**src/pmra_regs.vh**
```
`ifndef PMRA_REGS_VH
`define PMRA_REGS_VH

// Register addresses
`define PMRA_ADDR_BASIC_CTRL 5'h00
`define PMRA_ADDR_BASIC_STAT 5'h01
`define PMRA_ADDR_IDENT_A 5'h02
`define PMRA_ADDR_IDENT_B 5'h03
`define PMRA_ADDR_NEG_ADV 5'h04
`define PMRA_ADDR_PARTNER 5'h05
`define PMRA_ADDR_NEG_EXP 5'h06
`define PMRA_ADDR_NP_TX 5'h07
`define PMRA_ADDR_PARTNER_NP 5'h08
`define PMRA_ADDR_EXT_CTRL 5'h10
`define PMRA_ADDR_QPOLL 5'h11
`define PMRA_ADDR_TEN_MEG 5'h12
`define PMRA_ADDR_EXT2 5'h13

// Field positions
`define PMRA_OVR_BIT 15
`define PMRA_PRE_SUPP_BIT 6
`define PMRA_PHYAD_HI 10
`define PMRA_PHYAD_LO 6

// Reset values (identifier words are arbitrary)
`define PMRA_RST_BASIC_CTRL 16'h3000
`define PMRA_RST_BASIC_STAT 16'h7809
`define PMRA_RST_IDENT_A 16'h1234
`define PMRA_RST_IDENT_B 16'h5670
`define PMRA_RST_NEG_ADV 16'h01e1
`define PMRA_RST_PARTNER 16'h0000
`define PMRA_RST_NEG_EXP 16'h0004
`define PMRA_RST_NP_TX 16'h2001
`define PMRA_RST_PARTNER_NP 16'h0000
`define PMRA_RST_EXT_CTRL 16'h0000
`define PMRA_RST_QPOLL 16'h0000
`define PMRA_RST_TEN_MEG 16'h0032
`define PMRA_RST_EXT2 16'h0000
`define PMRA_RST_NONE 16'h0000
`define PMRA_UNMAPPED_DATA 16'hffff

// Plain read/write bit masks
`define PMRA_RW_BASIC_CTRL 16'hff80
`define PMRA_RW_NEG_ADV 16'hbfff
`define PMRA_RW_NP_TX 16'ha7ff
`define PMRA_RW_EXT_CTRL 16'h0005
`define PMRA_RW_TEN_MEG 16'h0003
`define PMRA_RW_EXT2 16'h00ff
// Override-gated bit masks
`define PMRA_CW_BASIC_STAT 16'h0040
`define PMRA_CW_EXT_CTRL 16'h07c0
// Clear-only bit masks
`define PMRA_W0_TEN_MEG 16'h0030
`define PMRA_MASK_NONE 16'h0000

// Frame timing
`define PMRA_PREAMBLE_ONES 6'd32
`define PMRA_HDR_BITS 5'd12
`define PMRA_DATA_BITS 5'd16
`define PMRA_OP_READ 2'b10
`define PMRA_OP_WRITE 2'b01

`endif

```
**src/pmra_mgmt_regs.v**
```verilog
// Behaviour
// - Addresses 0 to 8 hold the basic and negotiation registers, 9-15 none.
// - Addresses 16 to 19 hold vendor registers and 20 to 31 are reserved.
// - Read-only bits are returned on reads and never changed by writes.
// - Override-gated bits can always be read whatever the override bit.
// - While the override bit 16.15 is zero, override-gated bits ignore writes.
// - With the override bit set, the next write updates override-gated bits.
// - The next write to an implemented register after the one setting the override bit clears it.
// - The manager sets the override bit first, then writes the new value.
// - Read/write bits are read and written with no condition.
// - Clear-only bits are always readable and only take written zeros.
// - Registers are sixteen bits, shifted most significant bit first.
// - A read of an unimplemented address returns all ones.
// - A write to an unimplemented address changes no register.
// - Preamble suppression bit 1.6 is override-gated and resets to zero.
`timescale 1ns/1ps
`include "pmra_regs.vh"

module pmra_mgmt_regs (
	input wire i_core_clk,
	input wire i_sys_rst,
	input wire i_mdc,
	input wire i_mdio,
	output reg o_mdio,
	output reg o_mdio_oe,
	output wire [15:0] o_basic_control,
	output wire [15:0] o_extended_control,
	output wire o_preamble_suppress
);

	// Frame engine states
	localparam ST_IDLE = 3'd0;
	localparam ST_SFD = 3'd1;
	localparam ST_HDR = 3'd2;
	localparam ST_TA = 3'd3;
	localparam ST_DATA = 3'd4;

	// Register file and frame state
	reg [15:0] mem [0:31];
	reg [2:0] state_r;
	reg [5:0] ones_r;
	reg [4:0] cnt_r;
	reg [11:0] hdr_r;
	reg [15:0] shift_r;
	reg act_r;
	reg rd_r;
	reg mdc_q_r;
	integer i;

	// Decoded fields and flags
	wire mdc_rise;
	wire [15:0] ext_ctrl;
	wire ovr;
	wire supp;
	wire [4:0] regad;
	wire [15:0] wdata;
	wire [11:0] hdr_full;

	// Implemented address decode
	function implemented;
		input [4:0] a;
		begin
			case (a)
				`PMRA_ADDR_BASIC_CTRL, `PMRA_ADDR_BASIC_STAT,
				`PMRA_ADDR_IDENT_A, `PMRA_ADDR_IDENT_B,
				`PMRA_ADDR_NEG_ADV, `PMRA_ADDR_PARTNER,
				`PMRA_ADDR_NEG_EXP, `PMRA_ADDR_NP_TX,
				`PMRA_ADDR_PARTNER_NP: implemented = 1'b1;
				`PMRA_ADDR_EXT_CTRL, `PMRA_ADDR_QPOLL,
				`PMRA_ADDR_TEN_MEG, `PMRA_ADDR_EXT2: implemented = 1'b1;
				default: implemented = 1'b0;
			endcase
		end
	endfunction

	// Reset value per address
	function [15:0] rst_val;
		input [4:0] a;
		begin
			case (a)
				`PMRA_ADDR_BASIC_CTRL: rst_val = `PMRA_RST_BASIC_CTRL;
				`PMRA_ADDR_BASIC_STAT: rst_val = `PMRA_RST_BASIC_STAT;
				`PMRA_ADDR_IDENT_A: rst_val = `PMRA_RST_IDENT_A;
				`PMRA_ADDR_IDENT_B: rst_val = `PMRA_RST_IDENT_B;
				`PMRA_ADDR_NEG_ADV: rst_val = `PMRA_RST_NEG_ADV;
				`PMRA_ADDR_PARTNER: rst_val = `PMRA_RST_PARTNER;
				`PMRA_ADDR_NEG_EXP: rst_val = `PMRA_RST_NEG_EXP;
				`PMRA_ADDR_NP_TX: rst_val = `PMRA_RST_NP_TX;
				`PMRA_ADDR_PARTNER_NP: rst_val = `PMRA_RST_PARTNER_NP;
				`PMRA_ADDR_EXT_CTRL: rst_val = `PMRA_RST_EXT_CTRL;
				`PMRA_ADDR_QPOLL: rst_val = `PMRA_RST_QPOLL;
				`PMRA_ADDR_TEN_MEG: rst_val = `PMRA_RST_TEN_MEG;
				`PMRA_ADDR_EXT2: rst_val = `PMRA_RST_EXT2;
				default: rst_val = `PMRA_RST_NONE;
			endcase
		end
	endfunction

	// Unconditional write mask
	function [15:0] rw_mask;
		input [4:0] a;
		begin
			case (a)
				`PMRA_ADDR_BASIC_CTRL: rw_mask = `PMRA_RW_BASIC_CTRL;
				`PMRA_ADDR_NEG_ADV: rw_mask = `PMRA_RW_NEG_ADV;
				`PMRA_ADDR_NP_TX: rw_mask = `PMRA_RW_NP_TX;
				`PMRA_ADDR_EXT_CTRL: rw_mask = `PMRA_RW_EXT_CTRL;
				`PMRA_ADDR_TEN_MEG: rw_mask = `PMRA_RW_TEN_MEG;
				`PMRA_ADDR_EXT2: rw_mask = `PMRA_RW_EXT2;
				default: rw_mask = `PMRA_MASK_NONE;
			endcase
		end
	endfunction

	// Override-gated mask
	function [15:0] cw_mask;
		input [4:0] a;
		begin
			case (a)
				`PMRA_ADDR_BASIC_STAT: cw_mask = `PMRA_CW_BASIC_STAT;
				`PMRA_ADDR_EXT_CTRL: cw_mask = `PMRA_CW_EXT_CTRL;
				default: cw_mask = `PMRA_MASK_NONE;
			endcase
		end
	endfunction

	// Clear-only mask
	function [15:0] w0_mask;
		input [4:0] a;
		begin
			case (a)
				`PMRA_ADDR_TEN_MEG: w0_mask = `PMRA_W0_TEN_MEG;
				default: w0_mask = `PMRA_MASK_NONE;
			endcase
		end
	endfunction

	// Merge written data into one register by bit class
	function [15:0] merge;
		input [4:0] a;
		input [15:0] old;
		input [15:0] d;
		input ov;
		reg [15:0] allow;
		begin
			// plain bits always; gated bits shut when override low
			// gated bits open when override high
			allow = rw_mask(a) | (ov ? cw_mask(a) : `PMRA_MASK_NONE);
			merge = (old & ~allow) | (d & allow);
			merge = merge & ~(w0_mask(a) & ~d);
		end
	endfunction

	// Edge, override and field decode
	assign mdc_rise = i_mdc & ~mdc_q_r;
	assign ext_ctrl = mem[`PMRA_ADDR_EXT_CTRL];
	assign ovr = ext_ctrl[`PMRA_OVR_BIT];
	assign supp = mem[`PMRA_ADDR_BASIC_STAT][`PMRA_PRE_SUPP_BIT];
	assign hdr_full = {hdr_r[10:0], i_mdio};
	assign regad = hdr_r[4:0];
	assign wdata = {shift_r[14:0], i_mdio};

	// Outputs straight from register flops
	assign o_basic_control = mem[`PMRA_ADDR_BASIC_CTRL];
	assign o_extended_control = ext_ctrl;
	assign o_preamble_suppress = supp;

	// Management clock edge detect
	always @(posedge i_core_clk) begin
		if (i_sys_rst) begin
			mdc_q_r <= 1'b0;
		end else begin
			mdc_q_r <= i_mdc;
		end
	end

	// Serial frame engine and register file
	always @(posedge i_core_clk) begin
		if (i_sys_rst) begin
			// Idle frame state
			state_r <= ST_IDLE;
			ones_r <= 6'd0;
			cnt_r <= 5'd0;
			hdr_r <= 12'h000;
			shift_r <= 16'h0000;
			act_r <= 1'b0;
			rd_r <= 1'b0;
			o_mdio <= 1'b0;
			o_mdio_oe <= 1'b0;
			// Every word to its reset value
			for (i = 0; i < 32; i = i + 1) begin
				mem[i] <= rst_val(i[4:0]);
			end
		end else if (mdc_rise) begin
			// One step per management clock rise
			case (state_r)
				// Count preamble ones, wait for start
				ST_IDLE: begin
					o_mdio_oe <= 1'b0;
					// Saturating preamble count
					if (i_mdio) begin
						if (ones_r != `PMRA_PREAMBLE_ONES) begin
							ones_r <= ones_r + 6'd1;
						end
					end else begin
						// A zero ends the preamble
						ones_r <= 6'd0;
						if (supp || ones_r == `PMRA_PREAMBLE_ONES) begin
							state_r <= ST_SFD;
						end
					end
				end
				// Second start bit must be one
				ST_SFD: begin
					cnt_r <= 5'd0;
					state_r <= i_mdio ? ST_HDR : ST_IDLE;
				end
				// Op code, station and register address
				ST_HDR: begin
					// Shift in header bits
					hdr_r <= hdr_full;
					cnt_r <= cnt_r + 5'd1;
					if (cnt_r == `PMRA_HDR_BITS - 5'd1) begin
						cnt_r <= 5'd0;
						state_r <= ST_TA;
						// Decode op and address match
						rd_r <= (hdr_full[11:10] == `PMRA_OP_READ);
						act_r <= ((hdr_full[11:10] == `PMRA_OP_READ) ||
							(hdr_full[11:10] == `PMRA_OP_WRITE)) &&
							(hdr_full[9:5] ==
							ext_ctrl[`PMRA_PHYAD_HI:`PMRA_PHYAD_LO]);
						shift_r <= implemented(hdr_full[4:0]) ?
							mem[hdr_full[4:0]] : `PMRA_UNMAPPED_DATA;
					end
				end
				// Turnaround: release, then drive zero
				ST_TA: begin
					cnt_r <= cnt_r + 5'd1;
					// Second turnaround rise starts data
					if (cnt_r == 5'd1) begin
						cnt_r <= 5'd0;
						state_r <= ST_DATA;
						if (act_r && rd_r) begin
							o_mdio <= shift_r[15];
							shift_r <= {shift_r[14:0], 1'b0};
						end
					end else if (act_r && rd_r) begin
						// Second turnaround bit driven low
						o_mdio <= 1'b0;
						o_mdio_oe <= 1'b1;
					end
				end
				// Sixteen data bits
				ST_DATA: begin
					cnt_r <= cnt_r + 5'd1;
					// Shift read data out, write data in
					if (rd_r) begin
						o_mdio <= shift_r[15];
						shift_r <= {shift_r[14:0], 1'b0};
					end else begin
						shift_r <= wdata;
					end
					// Last data bit: release and commit
					if (cnt_r == `PMRA_DATA_BITS - 5'd1) begin
						cnt_r <= 5'd0;
						state_r <= ST_IDLE;
						o_mdio_oe <= 1'b0;
						if (act_r && !rd_r && implemented(regad)) begin
							mem[regad] <= merge(regad, mem[regad],
								wdata, ovr);
							if (regad == `PMRA_ADDR_EXT_CTRL) begin
								// set only from the clear state
								mem[regad][`PMRA_OVR_BIT] <=
									~ovr & wdata[`PMRA_OVR_BIT];
							end else if (ovr) begin
								mem[`PMRA_ADDR_EXT_CTRL][`PMRA_OVR_BIT] <=
									1'b0;
							end
						end
					end
				end
				// Unused codes fall back to idle
				default: begin
					state_r <= ST_IDLE;
				end
			endcase
		end
	end

endmodule // pmra_mgmt_regs

```
**config.mk**
```make
export PLATFORM = sky130hd
export DESIGN_NAME = pmra_mgmt_regs
export DESIGN_NICKNAME = d
export VERILOG_FILES = /design/src/pmra_mgmt_regs.v
export VERILOG_INCLUDE_DIRS = /design/src
export SDC_FILE = /design/constraint.sdc
export NUM_CORES = 1
export LEC_CHECK = 0
export BUFFER_PORTS_ARGS = -buffer_cell sky130_fd_sc_hd__clkbuf_2
export CORE_AREA = 2 2 262 199
export CTS_BUF_LIST = sky130_fd_sc_hd__clkbuf_8
export DETAILED_ROUTE_END_ITERATION = 7
export DIE_AREA = 0 0 264 201
export GPL_TIMING_DRIVEN = 0
export MAX_ROUTING_LAYER = met4
export PLACE_DENSITY = 0.74
export SETUP_SLACK_MARGIN = 0.1
export SLEW_MARGIN = 15
export SYNTH_ARGS = -nofsm -noshare
export SYNTH_HDL_FRONTEND = slang
export SYNTH_SLANG_ARGS = --single-unit
```
**constraint.sdc**
```tcl
create_clock -name i_core_clk -period 6.6 [get_ports i_core_clk]
set_clock_uncertainty 0.1 [all_clocks]
set_input_delay 0.33 -clock i_core_clk [delete_from_list [all_inputs] [get_ports i_core_clk]]
set_output_delay 0.33 -clock i_core_clk [all_outputs]
set_load 0.005 [all_outputs]
```
==> Word level (Yosys, flattened, before mapping) <==
Memory sizes are Yosys's and may differ from the RTL's. A register that Yosys moved wholly into a read port is not among the register bits.
Cells that the tools add are included.
{ "word_totals": {"reg_bits": 46, "ramBits": 512, "rom_bits": 64, "out_inout_bits": 35, "wordCells": 175, "n_memories": 3} }
{ "memory_table": {"columns": ["memory", "depth", "width", "read_ports", "rd_ports_with_merged_regs", "wr", "line", "text"], "rows": [
  ["mem", 32, 16, 5, 1, 32, "pmra_mgmt_regs.v:39", "reg [15:0] mem [0:31];"],
  ["(name not given)", 32, 1, 1, 0, 0, "pmra_mgmt_regs.v:63", "case (a)"],
  ["(name not given)", 32, 1, 1, 1, 0, "pmra_mgmt_regs.v:63", null]
]} }
{ "op_classes": {"addsub": 2, "eq_ne": 27, "n_mux": 96, "n_bitwise": 15, "reduce_logical": 22} }
{ "ops": {"columns": ["operator", "count"], "rows": [
  ["16-bit two-way mux", 30],
  ["16-bit one-hot mux with 6 select lines", 1],
  ["16-bit AND", 4],
  ["16-bit NOT", 3],
  ["16-bit one-hot mux with 3 select lines", 1],
  ["1-bit two-way mux", 41],
  ["5-bit two-way mux", 8],
  ["16-bit OR", 2],
  ["11-bit one-hot mux with 2 select lines", 1],
  ["5-bit one-hot mux with 4 select lines", 1],
  ["6-bit two-way mux", 3],
  ["2-bit inequality test, second input constant", 8],
  ["16-bit OR reduction", 1],
  ["5-bit equality test, second input constant", 3],
  ["3-bit two-way mux", 5],
  ["3-bit one-hot mux with 5 select lines", 1],
  ["5-bit by 1-bit equality test with 1-bit output, second input constant", 2],
  ["5-bit by 3-bit equality test with 1-bit output, second input constant", 2],
  ["5-bit by 4-bit equality test with 1-bit output, second input constant", 2],
  ["5-bit AND reduction", 2],
  ["6-bit by 1-bit adder with 6-bit output, second input constant", 1],
  ["3-bit by 2-bit equality test with 1-bit output, second input constant", 2],
  ["6-bit equality test, second input constant", 1],
  ["6-bit inequality test, second input constant", 1],
  ["25 further kinds", 36]
]} }

==> Longest topological paths before layout <==
{ "depth": {"depth_word": 19, "mapped_depth": 13} }

==> Worst setup path after synthesis <==
OpenSTA, ideal clock, no wires.
{ "synth_path": {"path_type": "flip-flop to flip-flop", "from": "reg cnt_r[0]", "to": "mem mem[3][0] (enable)", "setup_time_ns": 0.374, "arrival_time_ns": 2.622, "slack_ns": 3.504, "stages_incl_launch_ff": 11, "period_less_slack_ns": 3.096, "cell_sequence": "dfxtp_1 ha_1 and3_1 ha_1 nand3_1 or2_2 clkbuf_1 nor3_4 nand2_1 clkbuf_1 nand2b_1"} }
{ "synth_rtl": {"columns": ["element", "line", "text"], "rows": [
  ["start, declared", "pmra_mgmt_regs.v:42", "reg [4:0] cnt_r;"],
  ["start signal, assigned", "pmra_mgmt_regs.v:222", "cnt_r <= cnt_r + 5'd1;"],
  ["start signal, assigned", "pmra_mgmt_regs.v:238", "cnt_r <= cnt_r + 5'd1;"],
  ["start signal, assigned", "pmra_mgmt_regs.v:255", "cnt_r <= cnt_r + 5'd1;"],
  ["end, declared", "pmra_mgmt_regs.v:39", null]
]} }

==> results_dict.tcl <==
set metrics [dict create \
    crit_arrival_ns 5.96 \
    place_inst 2920 \
    hold_path_class "input port to flop" \
    p_leak_nw 9.73 \
    numCtsBuffers 87 \
    pwr-share-clk 0.378 \
    cts_tree "done" \
    synthFlopType "edfxtp_1" \
    grt_remaining_overflow 0 \
    nNetsFinal 2355 \
    antenna_found_initial 13 \
    final_cell_mix "nor2_1, edfxtp_1, mux2i_1, nand2_1, clkbuf_8" \
    synth_cells 2215 \
    root_buffer "clkbuf_8" \
    first_pass_iters 6 \
    die_height_um 201 \
    drt_wl_total_um 130000 \
    maxCapViolations 0 \
    synth_fp_nets 2226 \
    routabilityCongestion 1.13 \
    grtUsageTotal 0.505 \
    wl_per_cell_um 42.2 \
    synth_area_per_cell_um2 12.4 \
    fmax_mhz 177 \
    path_class "flop to flop" \
    startpoint_type "flop" \
    async_flop_share 0 \
    grt_max_degree 16 \
    hold_depth 3 \
    drc 0 \
    die-width_um 264 \
    p_switching_mw 1.93 \
    cts_max_level 3 \
    rsz0062_at_grt "false" \
    layout_commonest_cell "nor2_1" \
    dp_hpwl_um 94000 \
    yosysTopAreaCellShare 0.558 \
    netlist_area_mm2 0.0276 \
    period_minus_slack_ns 5.65 \
    start_util 0.543 \
    clk_pin_slew_ns 0.06 \
    p_int_mw 5.47 \
    post-route-util 0.595 \
    synth_edf_count 512 \
    powerDensity_mw_per_mm2 245 \
    swShare 0.261 \
    synth_cell_type_count 83 \
    fillers 4139 \
    cts.sinks 564 \
    cts_buffer_depth 3 \
    placementRows 72 \
    finalSetupViolCount 0 \
    finalHoldWorstSlack_ns 0.106 \
    hold_violations 0 \
    reg2reg_depth 9 \
    cts_resized 0 \
    ff2ff_setup_slack_ns 0.95 \
    area_delta_synth_final_pct 9.69 \
    p_comb_frac 0.060 \
    final_layout_size_suffix_gt1_frac 0.159 \
    setup_tns_ns 0 \
    synth_area_leaders "edfxtp_1, nor2_1, mux4_2" \
    clk_latency_ns 0.75 \
    path_max_fanout 10 \
    final_cells 3086 \
    peakVddDrop_mv 0.175 \
    seqPwrFrac 0.562 \
    layout_worst_path_cycle_share 0.855 \
    pin_count 39 \
    yosysSeqAreaShare 0.595 \
    port_buffers 37 \
    maxSlewViolCount 0 \
    slew_headroom 0.00969 \
    num_vias 22300 \
    ys_ff_latch 564 \
    cp-end-kind "flop" \
    drt_iter0_drc 4468 \
    hp-start "i_sys_rst" \
    worst_slack_ns 0.955 \
    grt_pass1_vias 20300 \
    die-area_mm2 0.0531 \
    vias_per_cell 7.24 \
    worst_ep_required_time_ns 6.92 \
    worst_pin_slew_ns 1.49 \
    status "finished, final reports clean" \
    yosys.area.top_type "edfxtp_1" \
    yosysWarningCount 0 \
    grt_pass1_wl_um 172000 \
    rr_endpoint "mem[25][1]$_SDFFCE_PN0P_" \
    dp_slack_ns 1.58 \
    ant_nets 0 \
    core_area_mm2 0.0508 \
]
cells in the mapped netlist (9+ instances only):
master	number
mux4_1	14
clkbuf_1	79
o22ai_1	11
mux2_2	15
nor2_1	537
inv_1	16
mux4_2	85
mux2i_1	150
dfxtp_1	52
nor4_1	11
nor3_1	27
and2_1	10
buf_1	9
a211oi_1	24
o221ai_1	18
buf_6	24
a31oi_1	21
a22oi_1	54
buf_2	49
nor2b_1	22
nand2_1	141
a21oi_1	49
edfxtp_1	512
nand3_1	21
nand2b_1	75
buf_4	25
nand4_1	16
final cells by class:
type | count | area (um^2) | share of cell area
diodes | 9 | 22.5 | 0.000745
repair buffers | 40 | 210 | 0.00695
plain buffers | 192 | 1120 | 0.0372
clock buffers | 91 | 1250 | 0.0414
well taps | 666 | 833 | 0.0276
clock inverters | 65 | 319 | 0.0106
multi-input cells | 1441 | 10000 | 0.331
inverters | 18 | 67.6 | 0.00223
flip-flops and latches | 564 | 16400 | 0.543
state kept, by name, summed over array words and instances, names as in the netlist, named ones only:
name and count:
mem 512, shift_r 16, hdr_r 11, ones_r 6, cnt_r 5, state_r 3, act_r 1, mdc_q_r 1
o_mdio 1, o_mdio_oe 1, rd_r 1
critical path: stages, from the launching register on:
cell	delay (ns)
dfxtp_1	0.79
and2_1	0.30
buf_1	0.54
clkbuf_1	0.98
a22oi_1	0.23
a21oi_1	0.68
a2111o_1	0.70
nand2b_1	0.19
clkbuf_1	0.72
nor2_1	0.09
worst max path at each step:
| stage | startpoint | end | depth (start not counted) |
|---|---|---|---|
| final | flop | mem[25][1]$_SDFFCE_PN0P_ | 9 |
| after global routing | flop | mem[27][1]$_SDFFCE_PN0P_ | 9 |
| after CTS | flop | mem[25][1]$_SDFFCE_PN0P_ | 9 |
| after detailed placement | flop | mem[11][1]$_SDFFCE_PN0P_ | 9 |
| after global placement | flop | mem[1][14]$_SDFFCE_PN1P_ | 11 |
| after floorplan | cnt_r[0]$_SDFFE_PP0P_ | mem[3][0]$_SDFFCE_PN0P_ | 10 |
metrics by stage:
step	area [um^2]	power, mW
after global placement	28600	4.62
final	30200	7.40
after global routing	30200	7.49
after floorplan	27600	4.39
after CTS	30200	7.30
after detailed placement	28600	4.63
per-layer routing:
metal / track usage / vias up / share of wire
met5: - / - / 0
met4: 0.226 / 0 / 0.058
met3: 0.271 / 427 / 0.19
met2: 0.642 / 2448 / 0.39
met1: 0.658 / 11000 / 0.36
li1: - / 8428 / -
power by group through the flow:
stage | logic (mW) | clock network [mW] | registers [mW]
2_1_floorplan | 0.231 | 0 | 4.16
3_3_place_gp | 0.411 | 0 | 4.21
3_5_place_dp | 0.415 | 0 | 4.22
4_1_cts | 0.417 | 2.74 | 4.14
5_1_grt | 0.442 | 2.89 | 4.16
6_report | 0.443 | 2.80 | 4.16
repair_timing:
item / CTS / global route
buffers inserted: 0 / 0
hold buffers: 1 / 0
hold endpoints to repair: 1 / 0
kinds of logic after synthesis:
logic type | after synthesis | synth area share
AOI/OAI and AO/OA | 243 | 0.0637
and+or+nand+nor | 911 | 0.145
buffers and inverters | 210 | 0.0432
adders and majority gates | 7 | 0.00318
DFF | 564 | 0.595
muxes | 266 | 0.145
xor gates and xnor gates | 14 | 0.00445
Power figures use the tool's default switching activity.
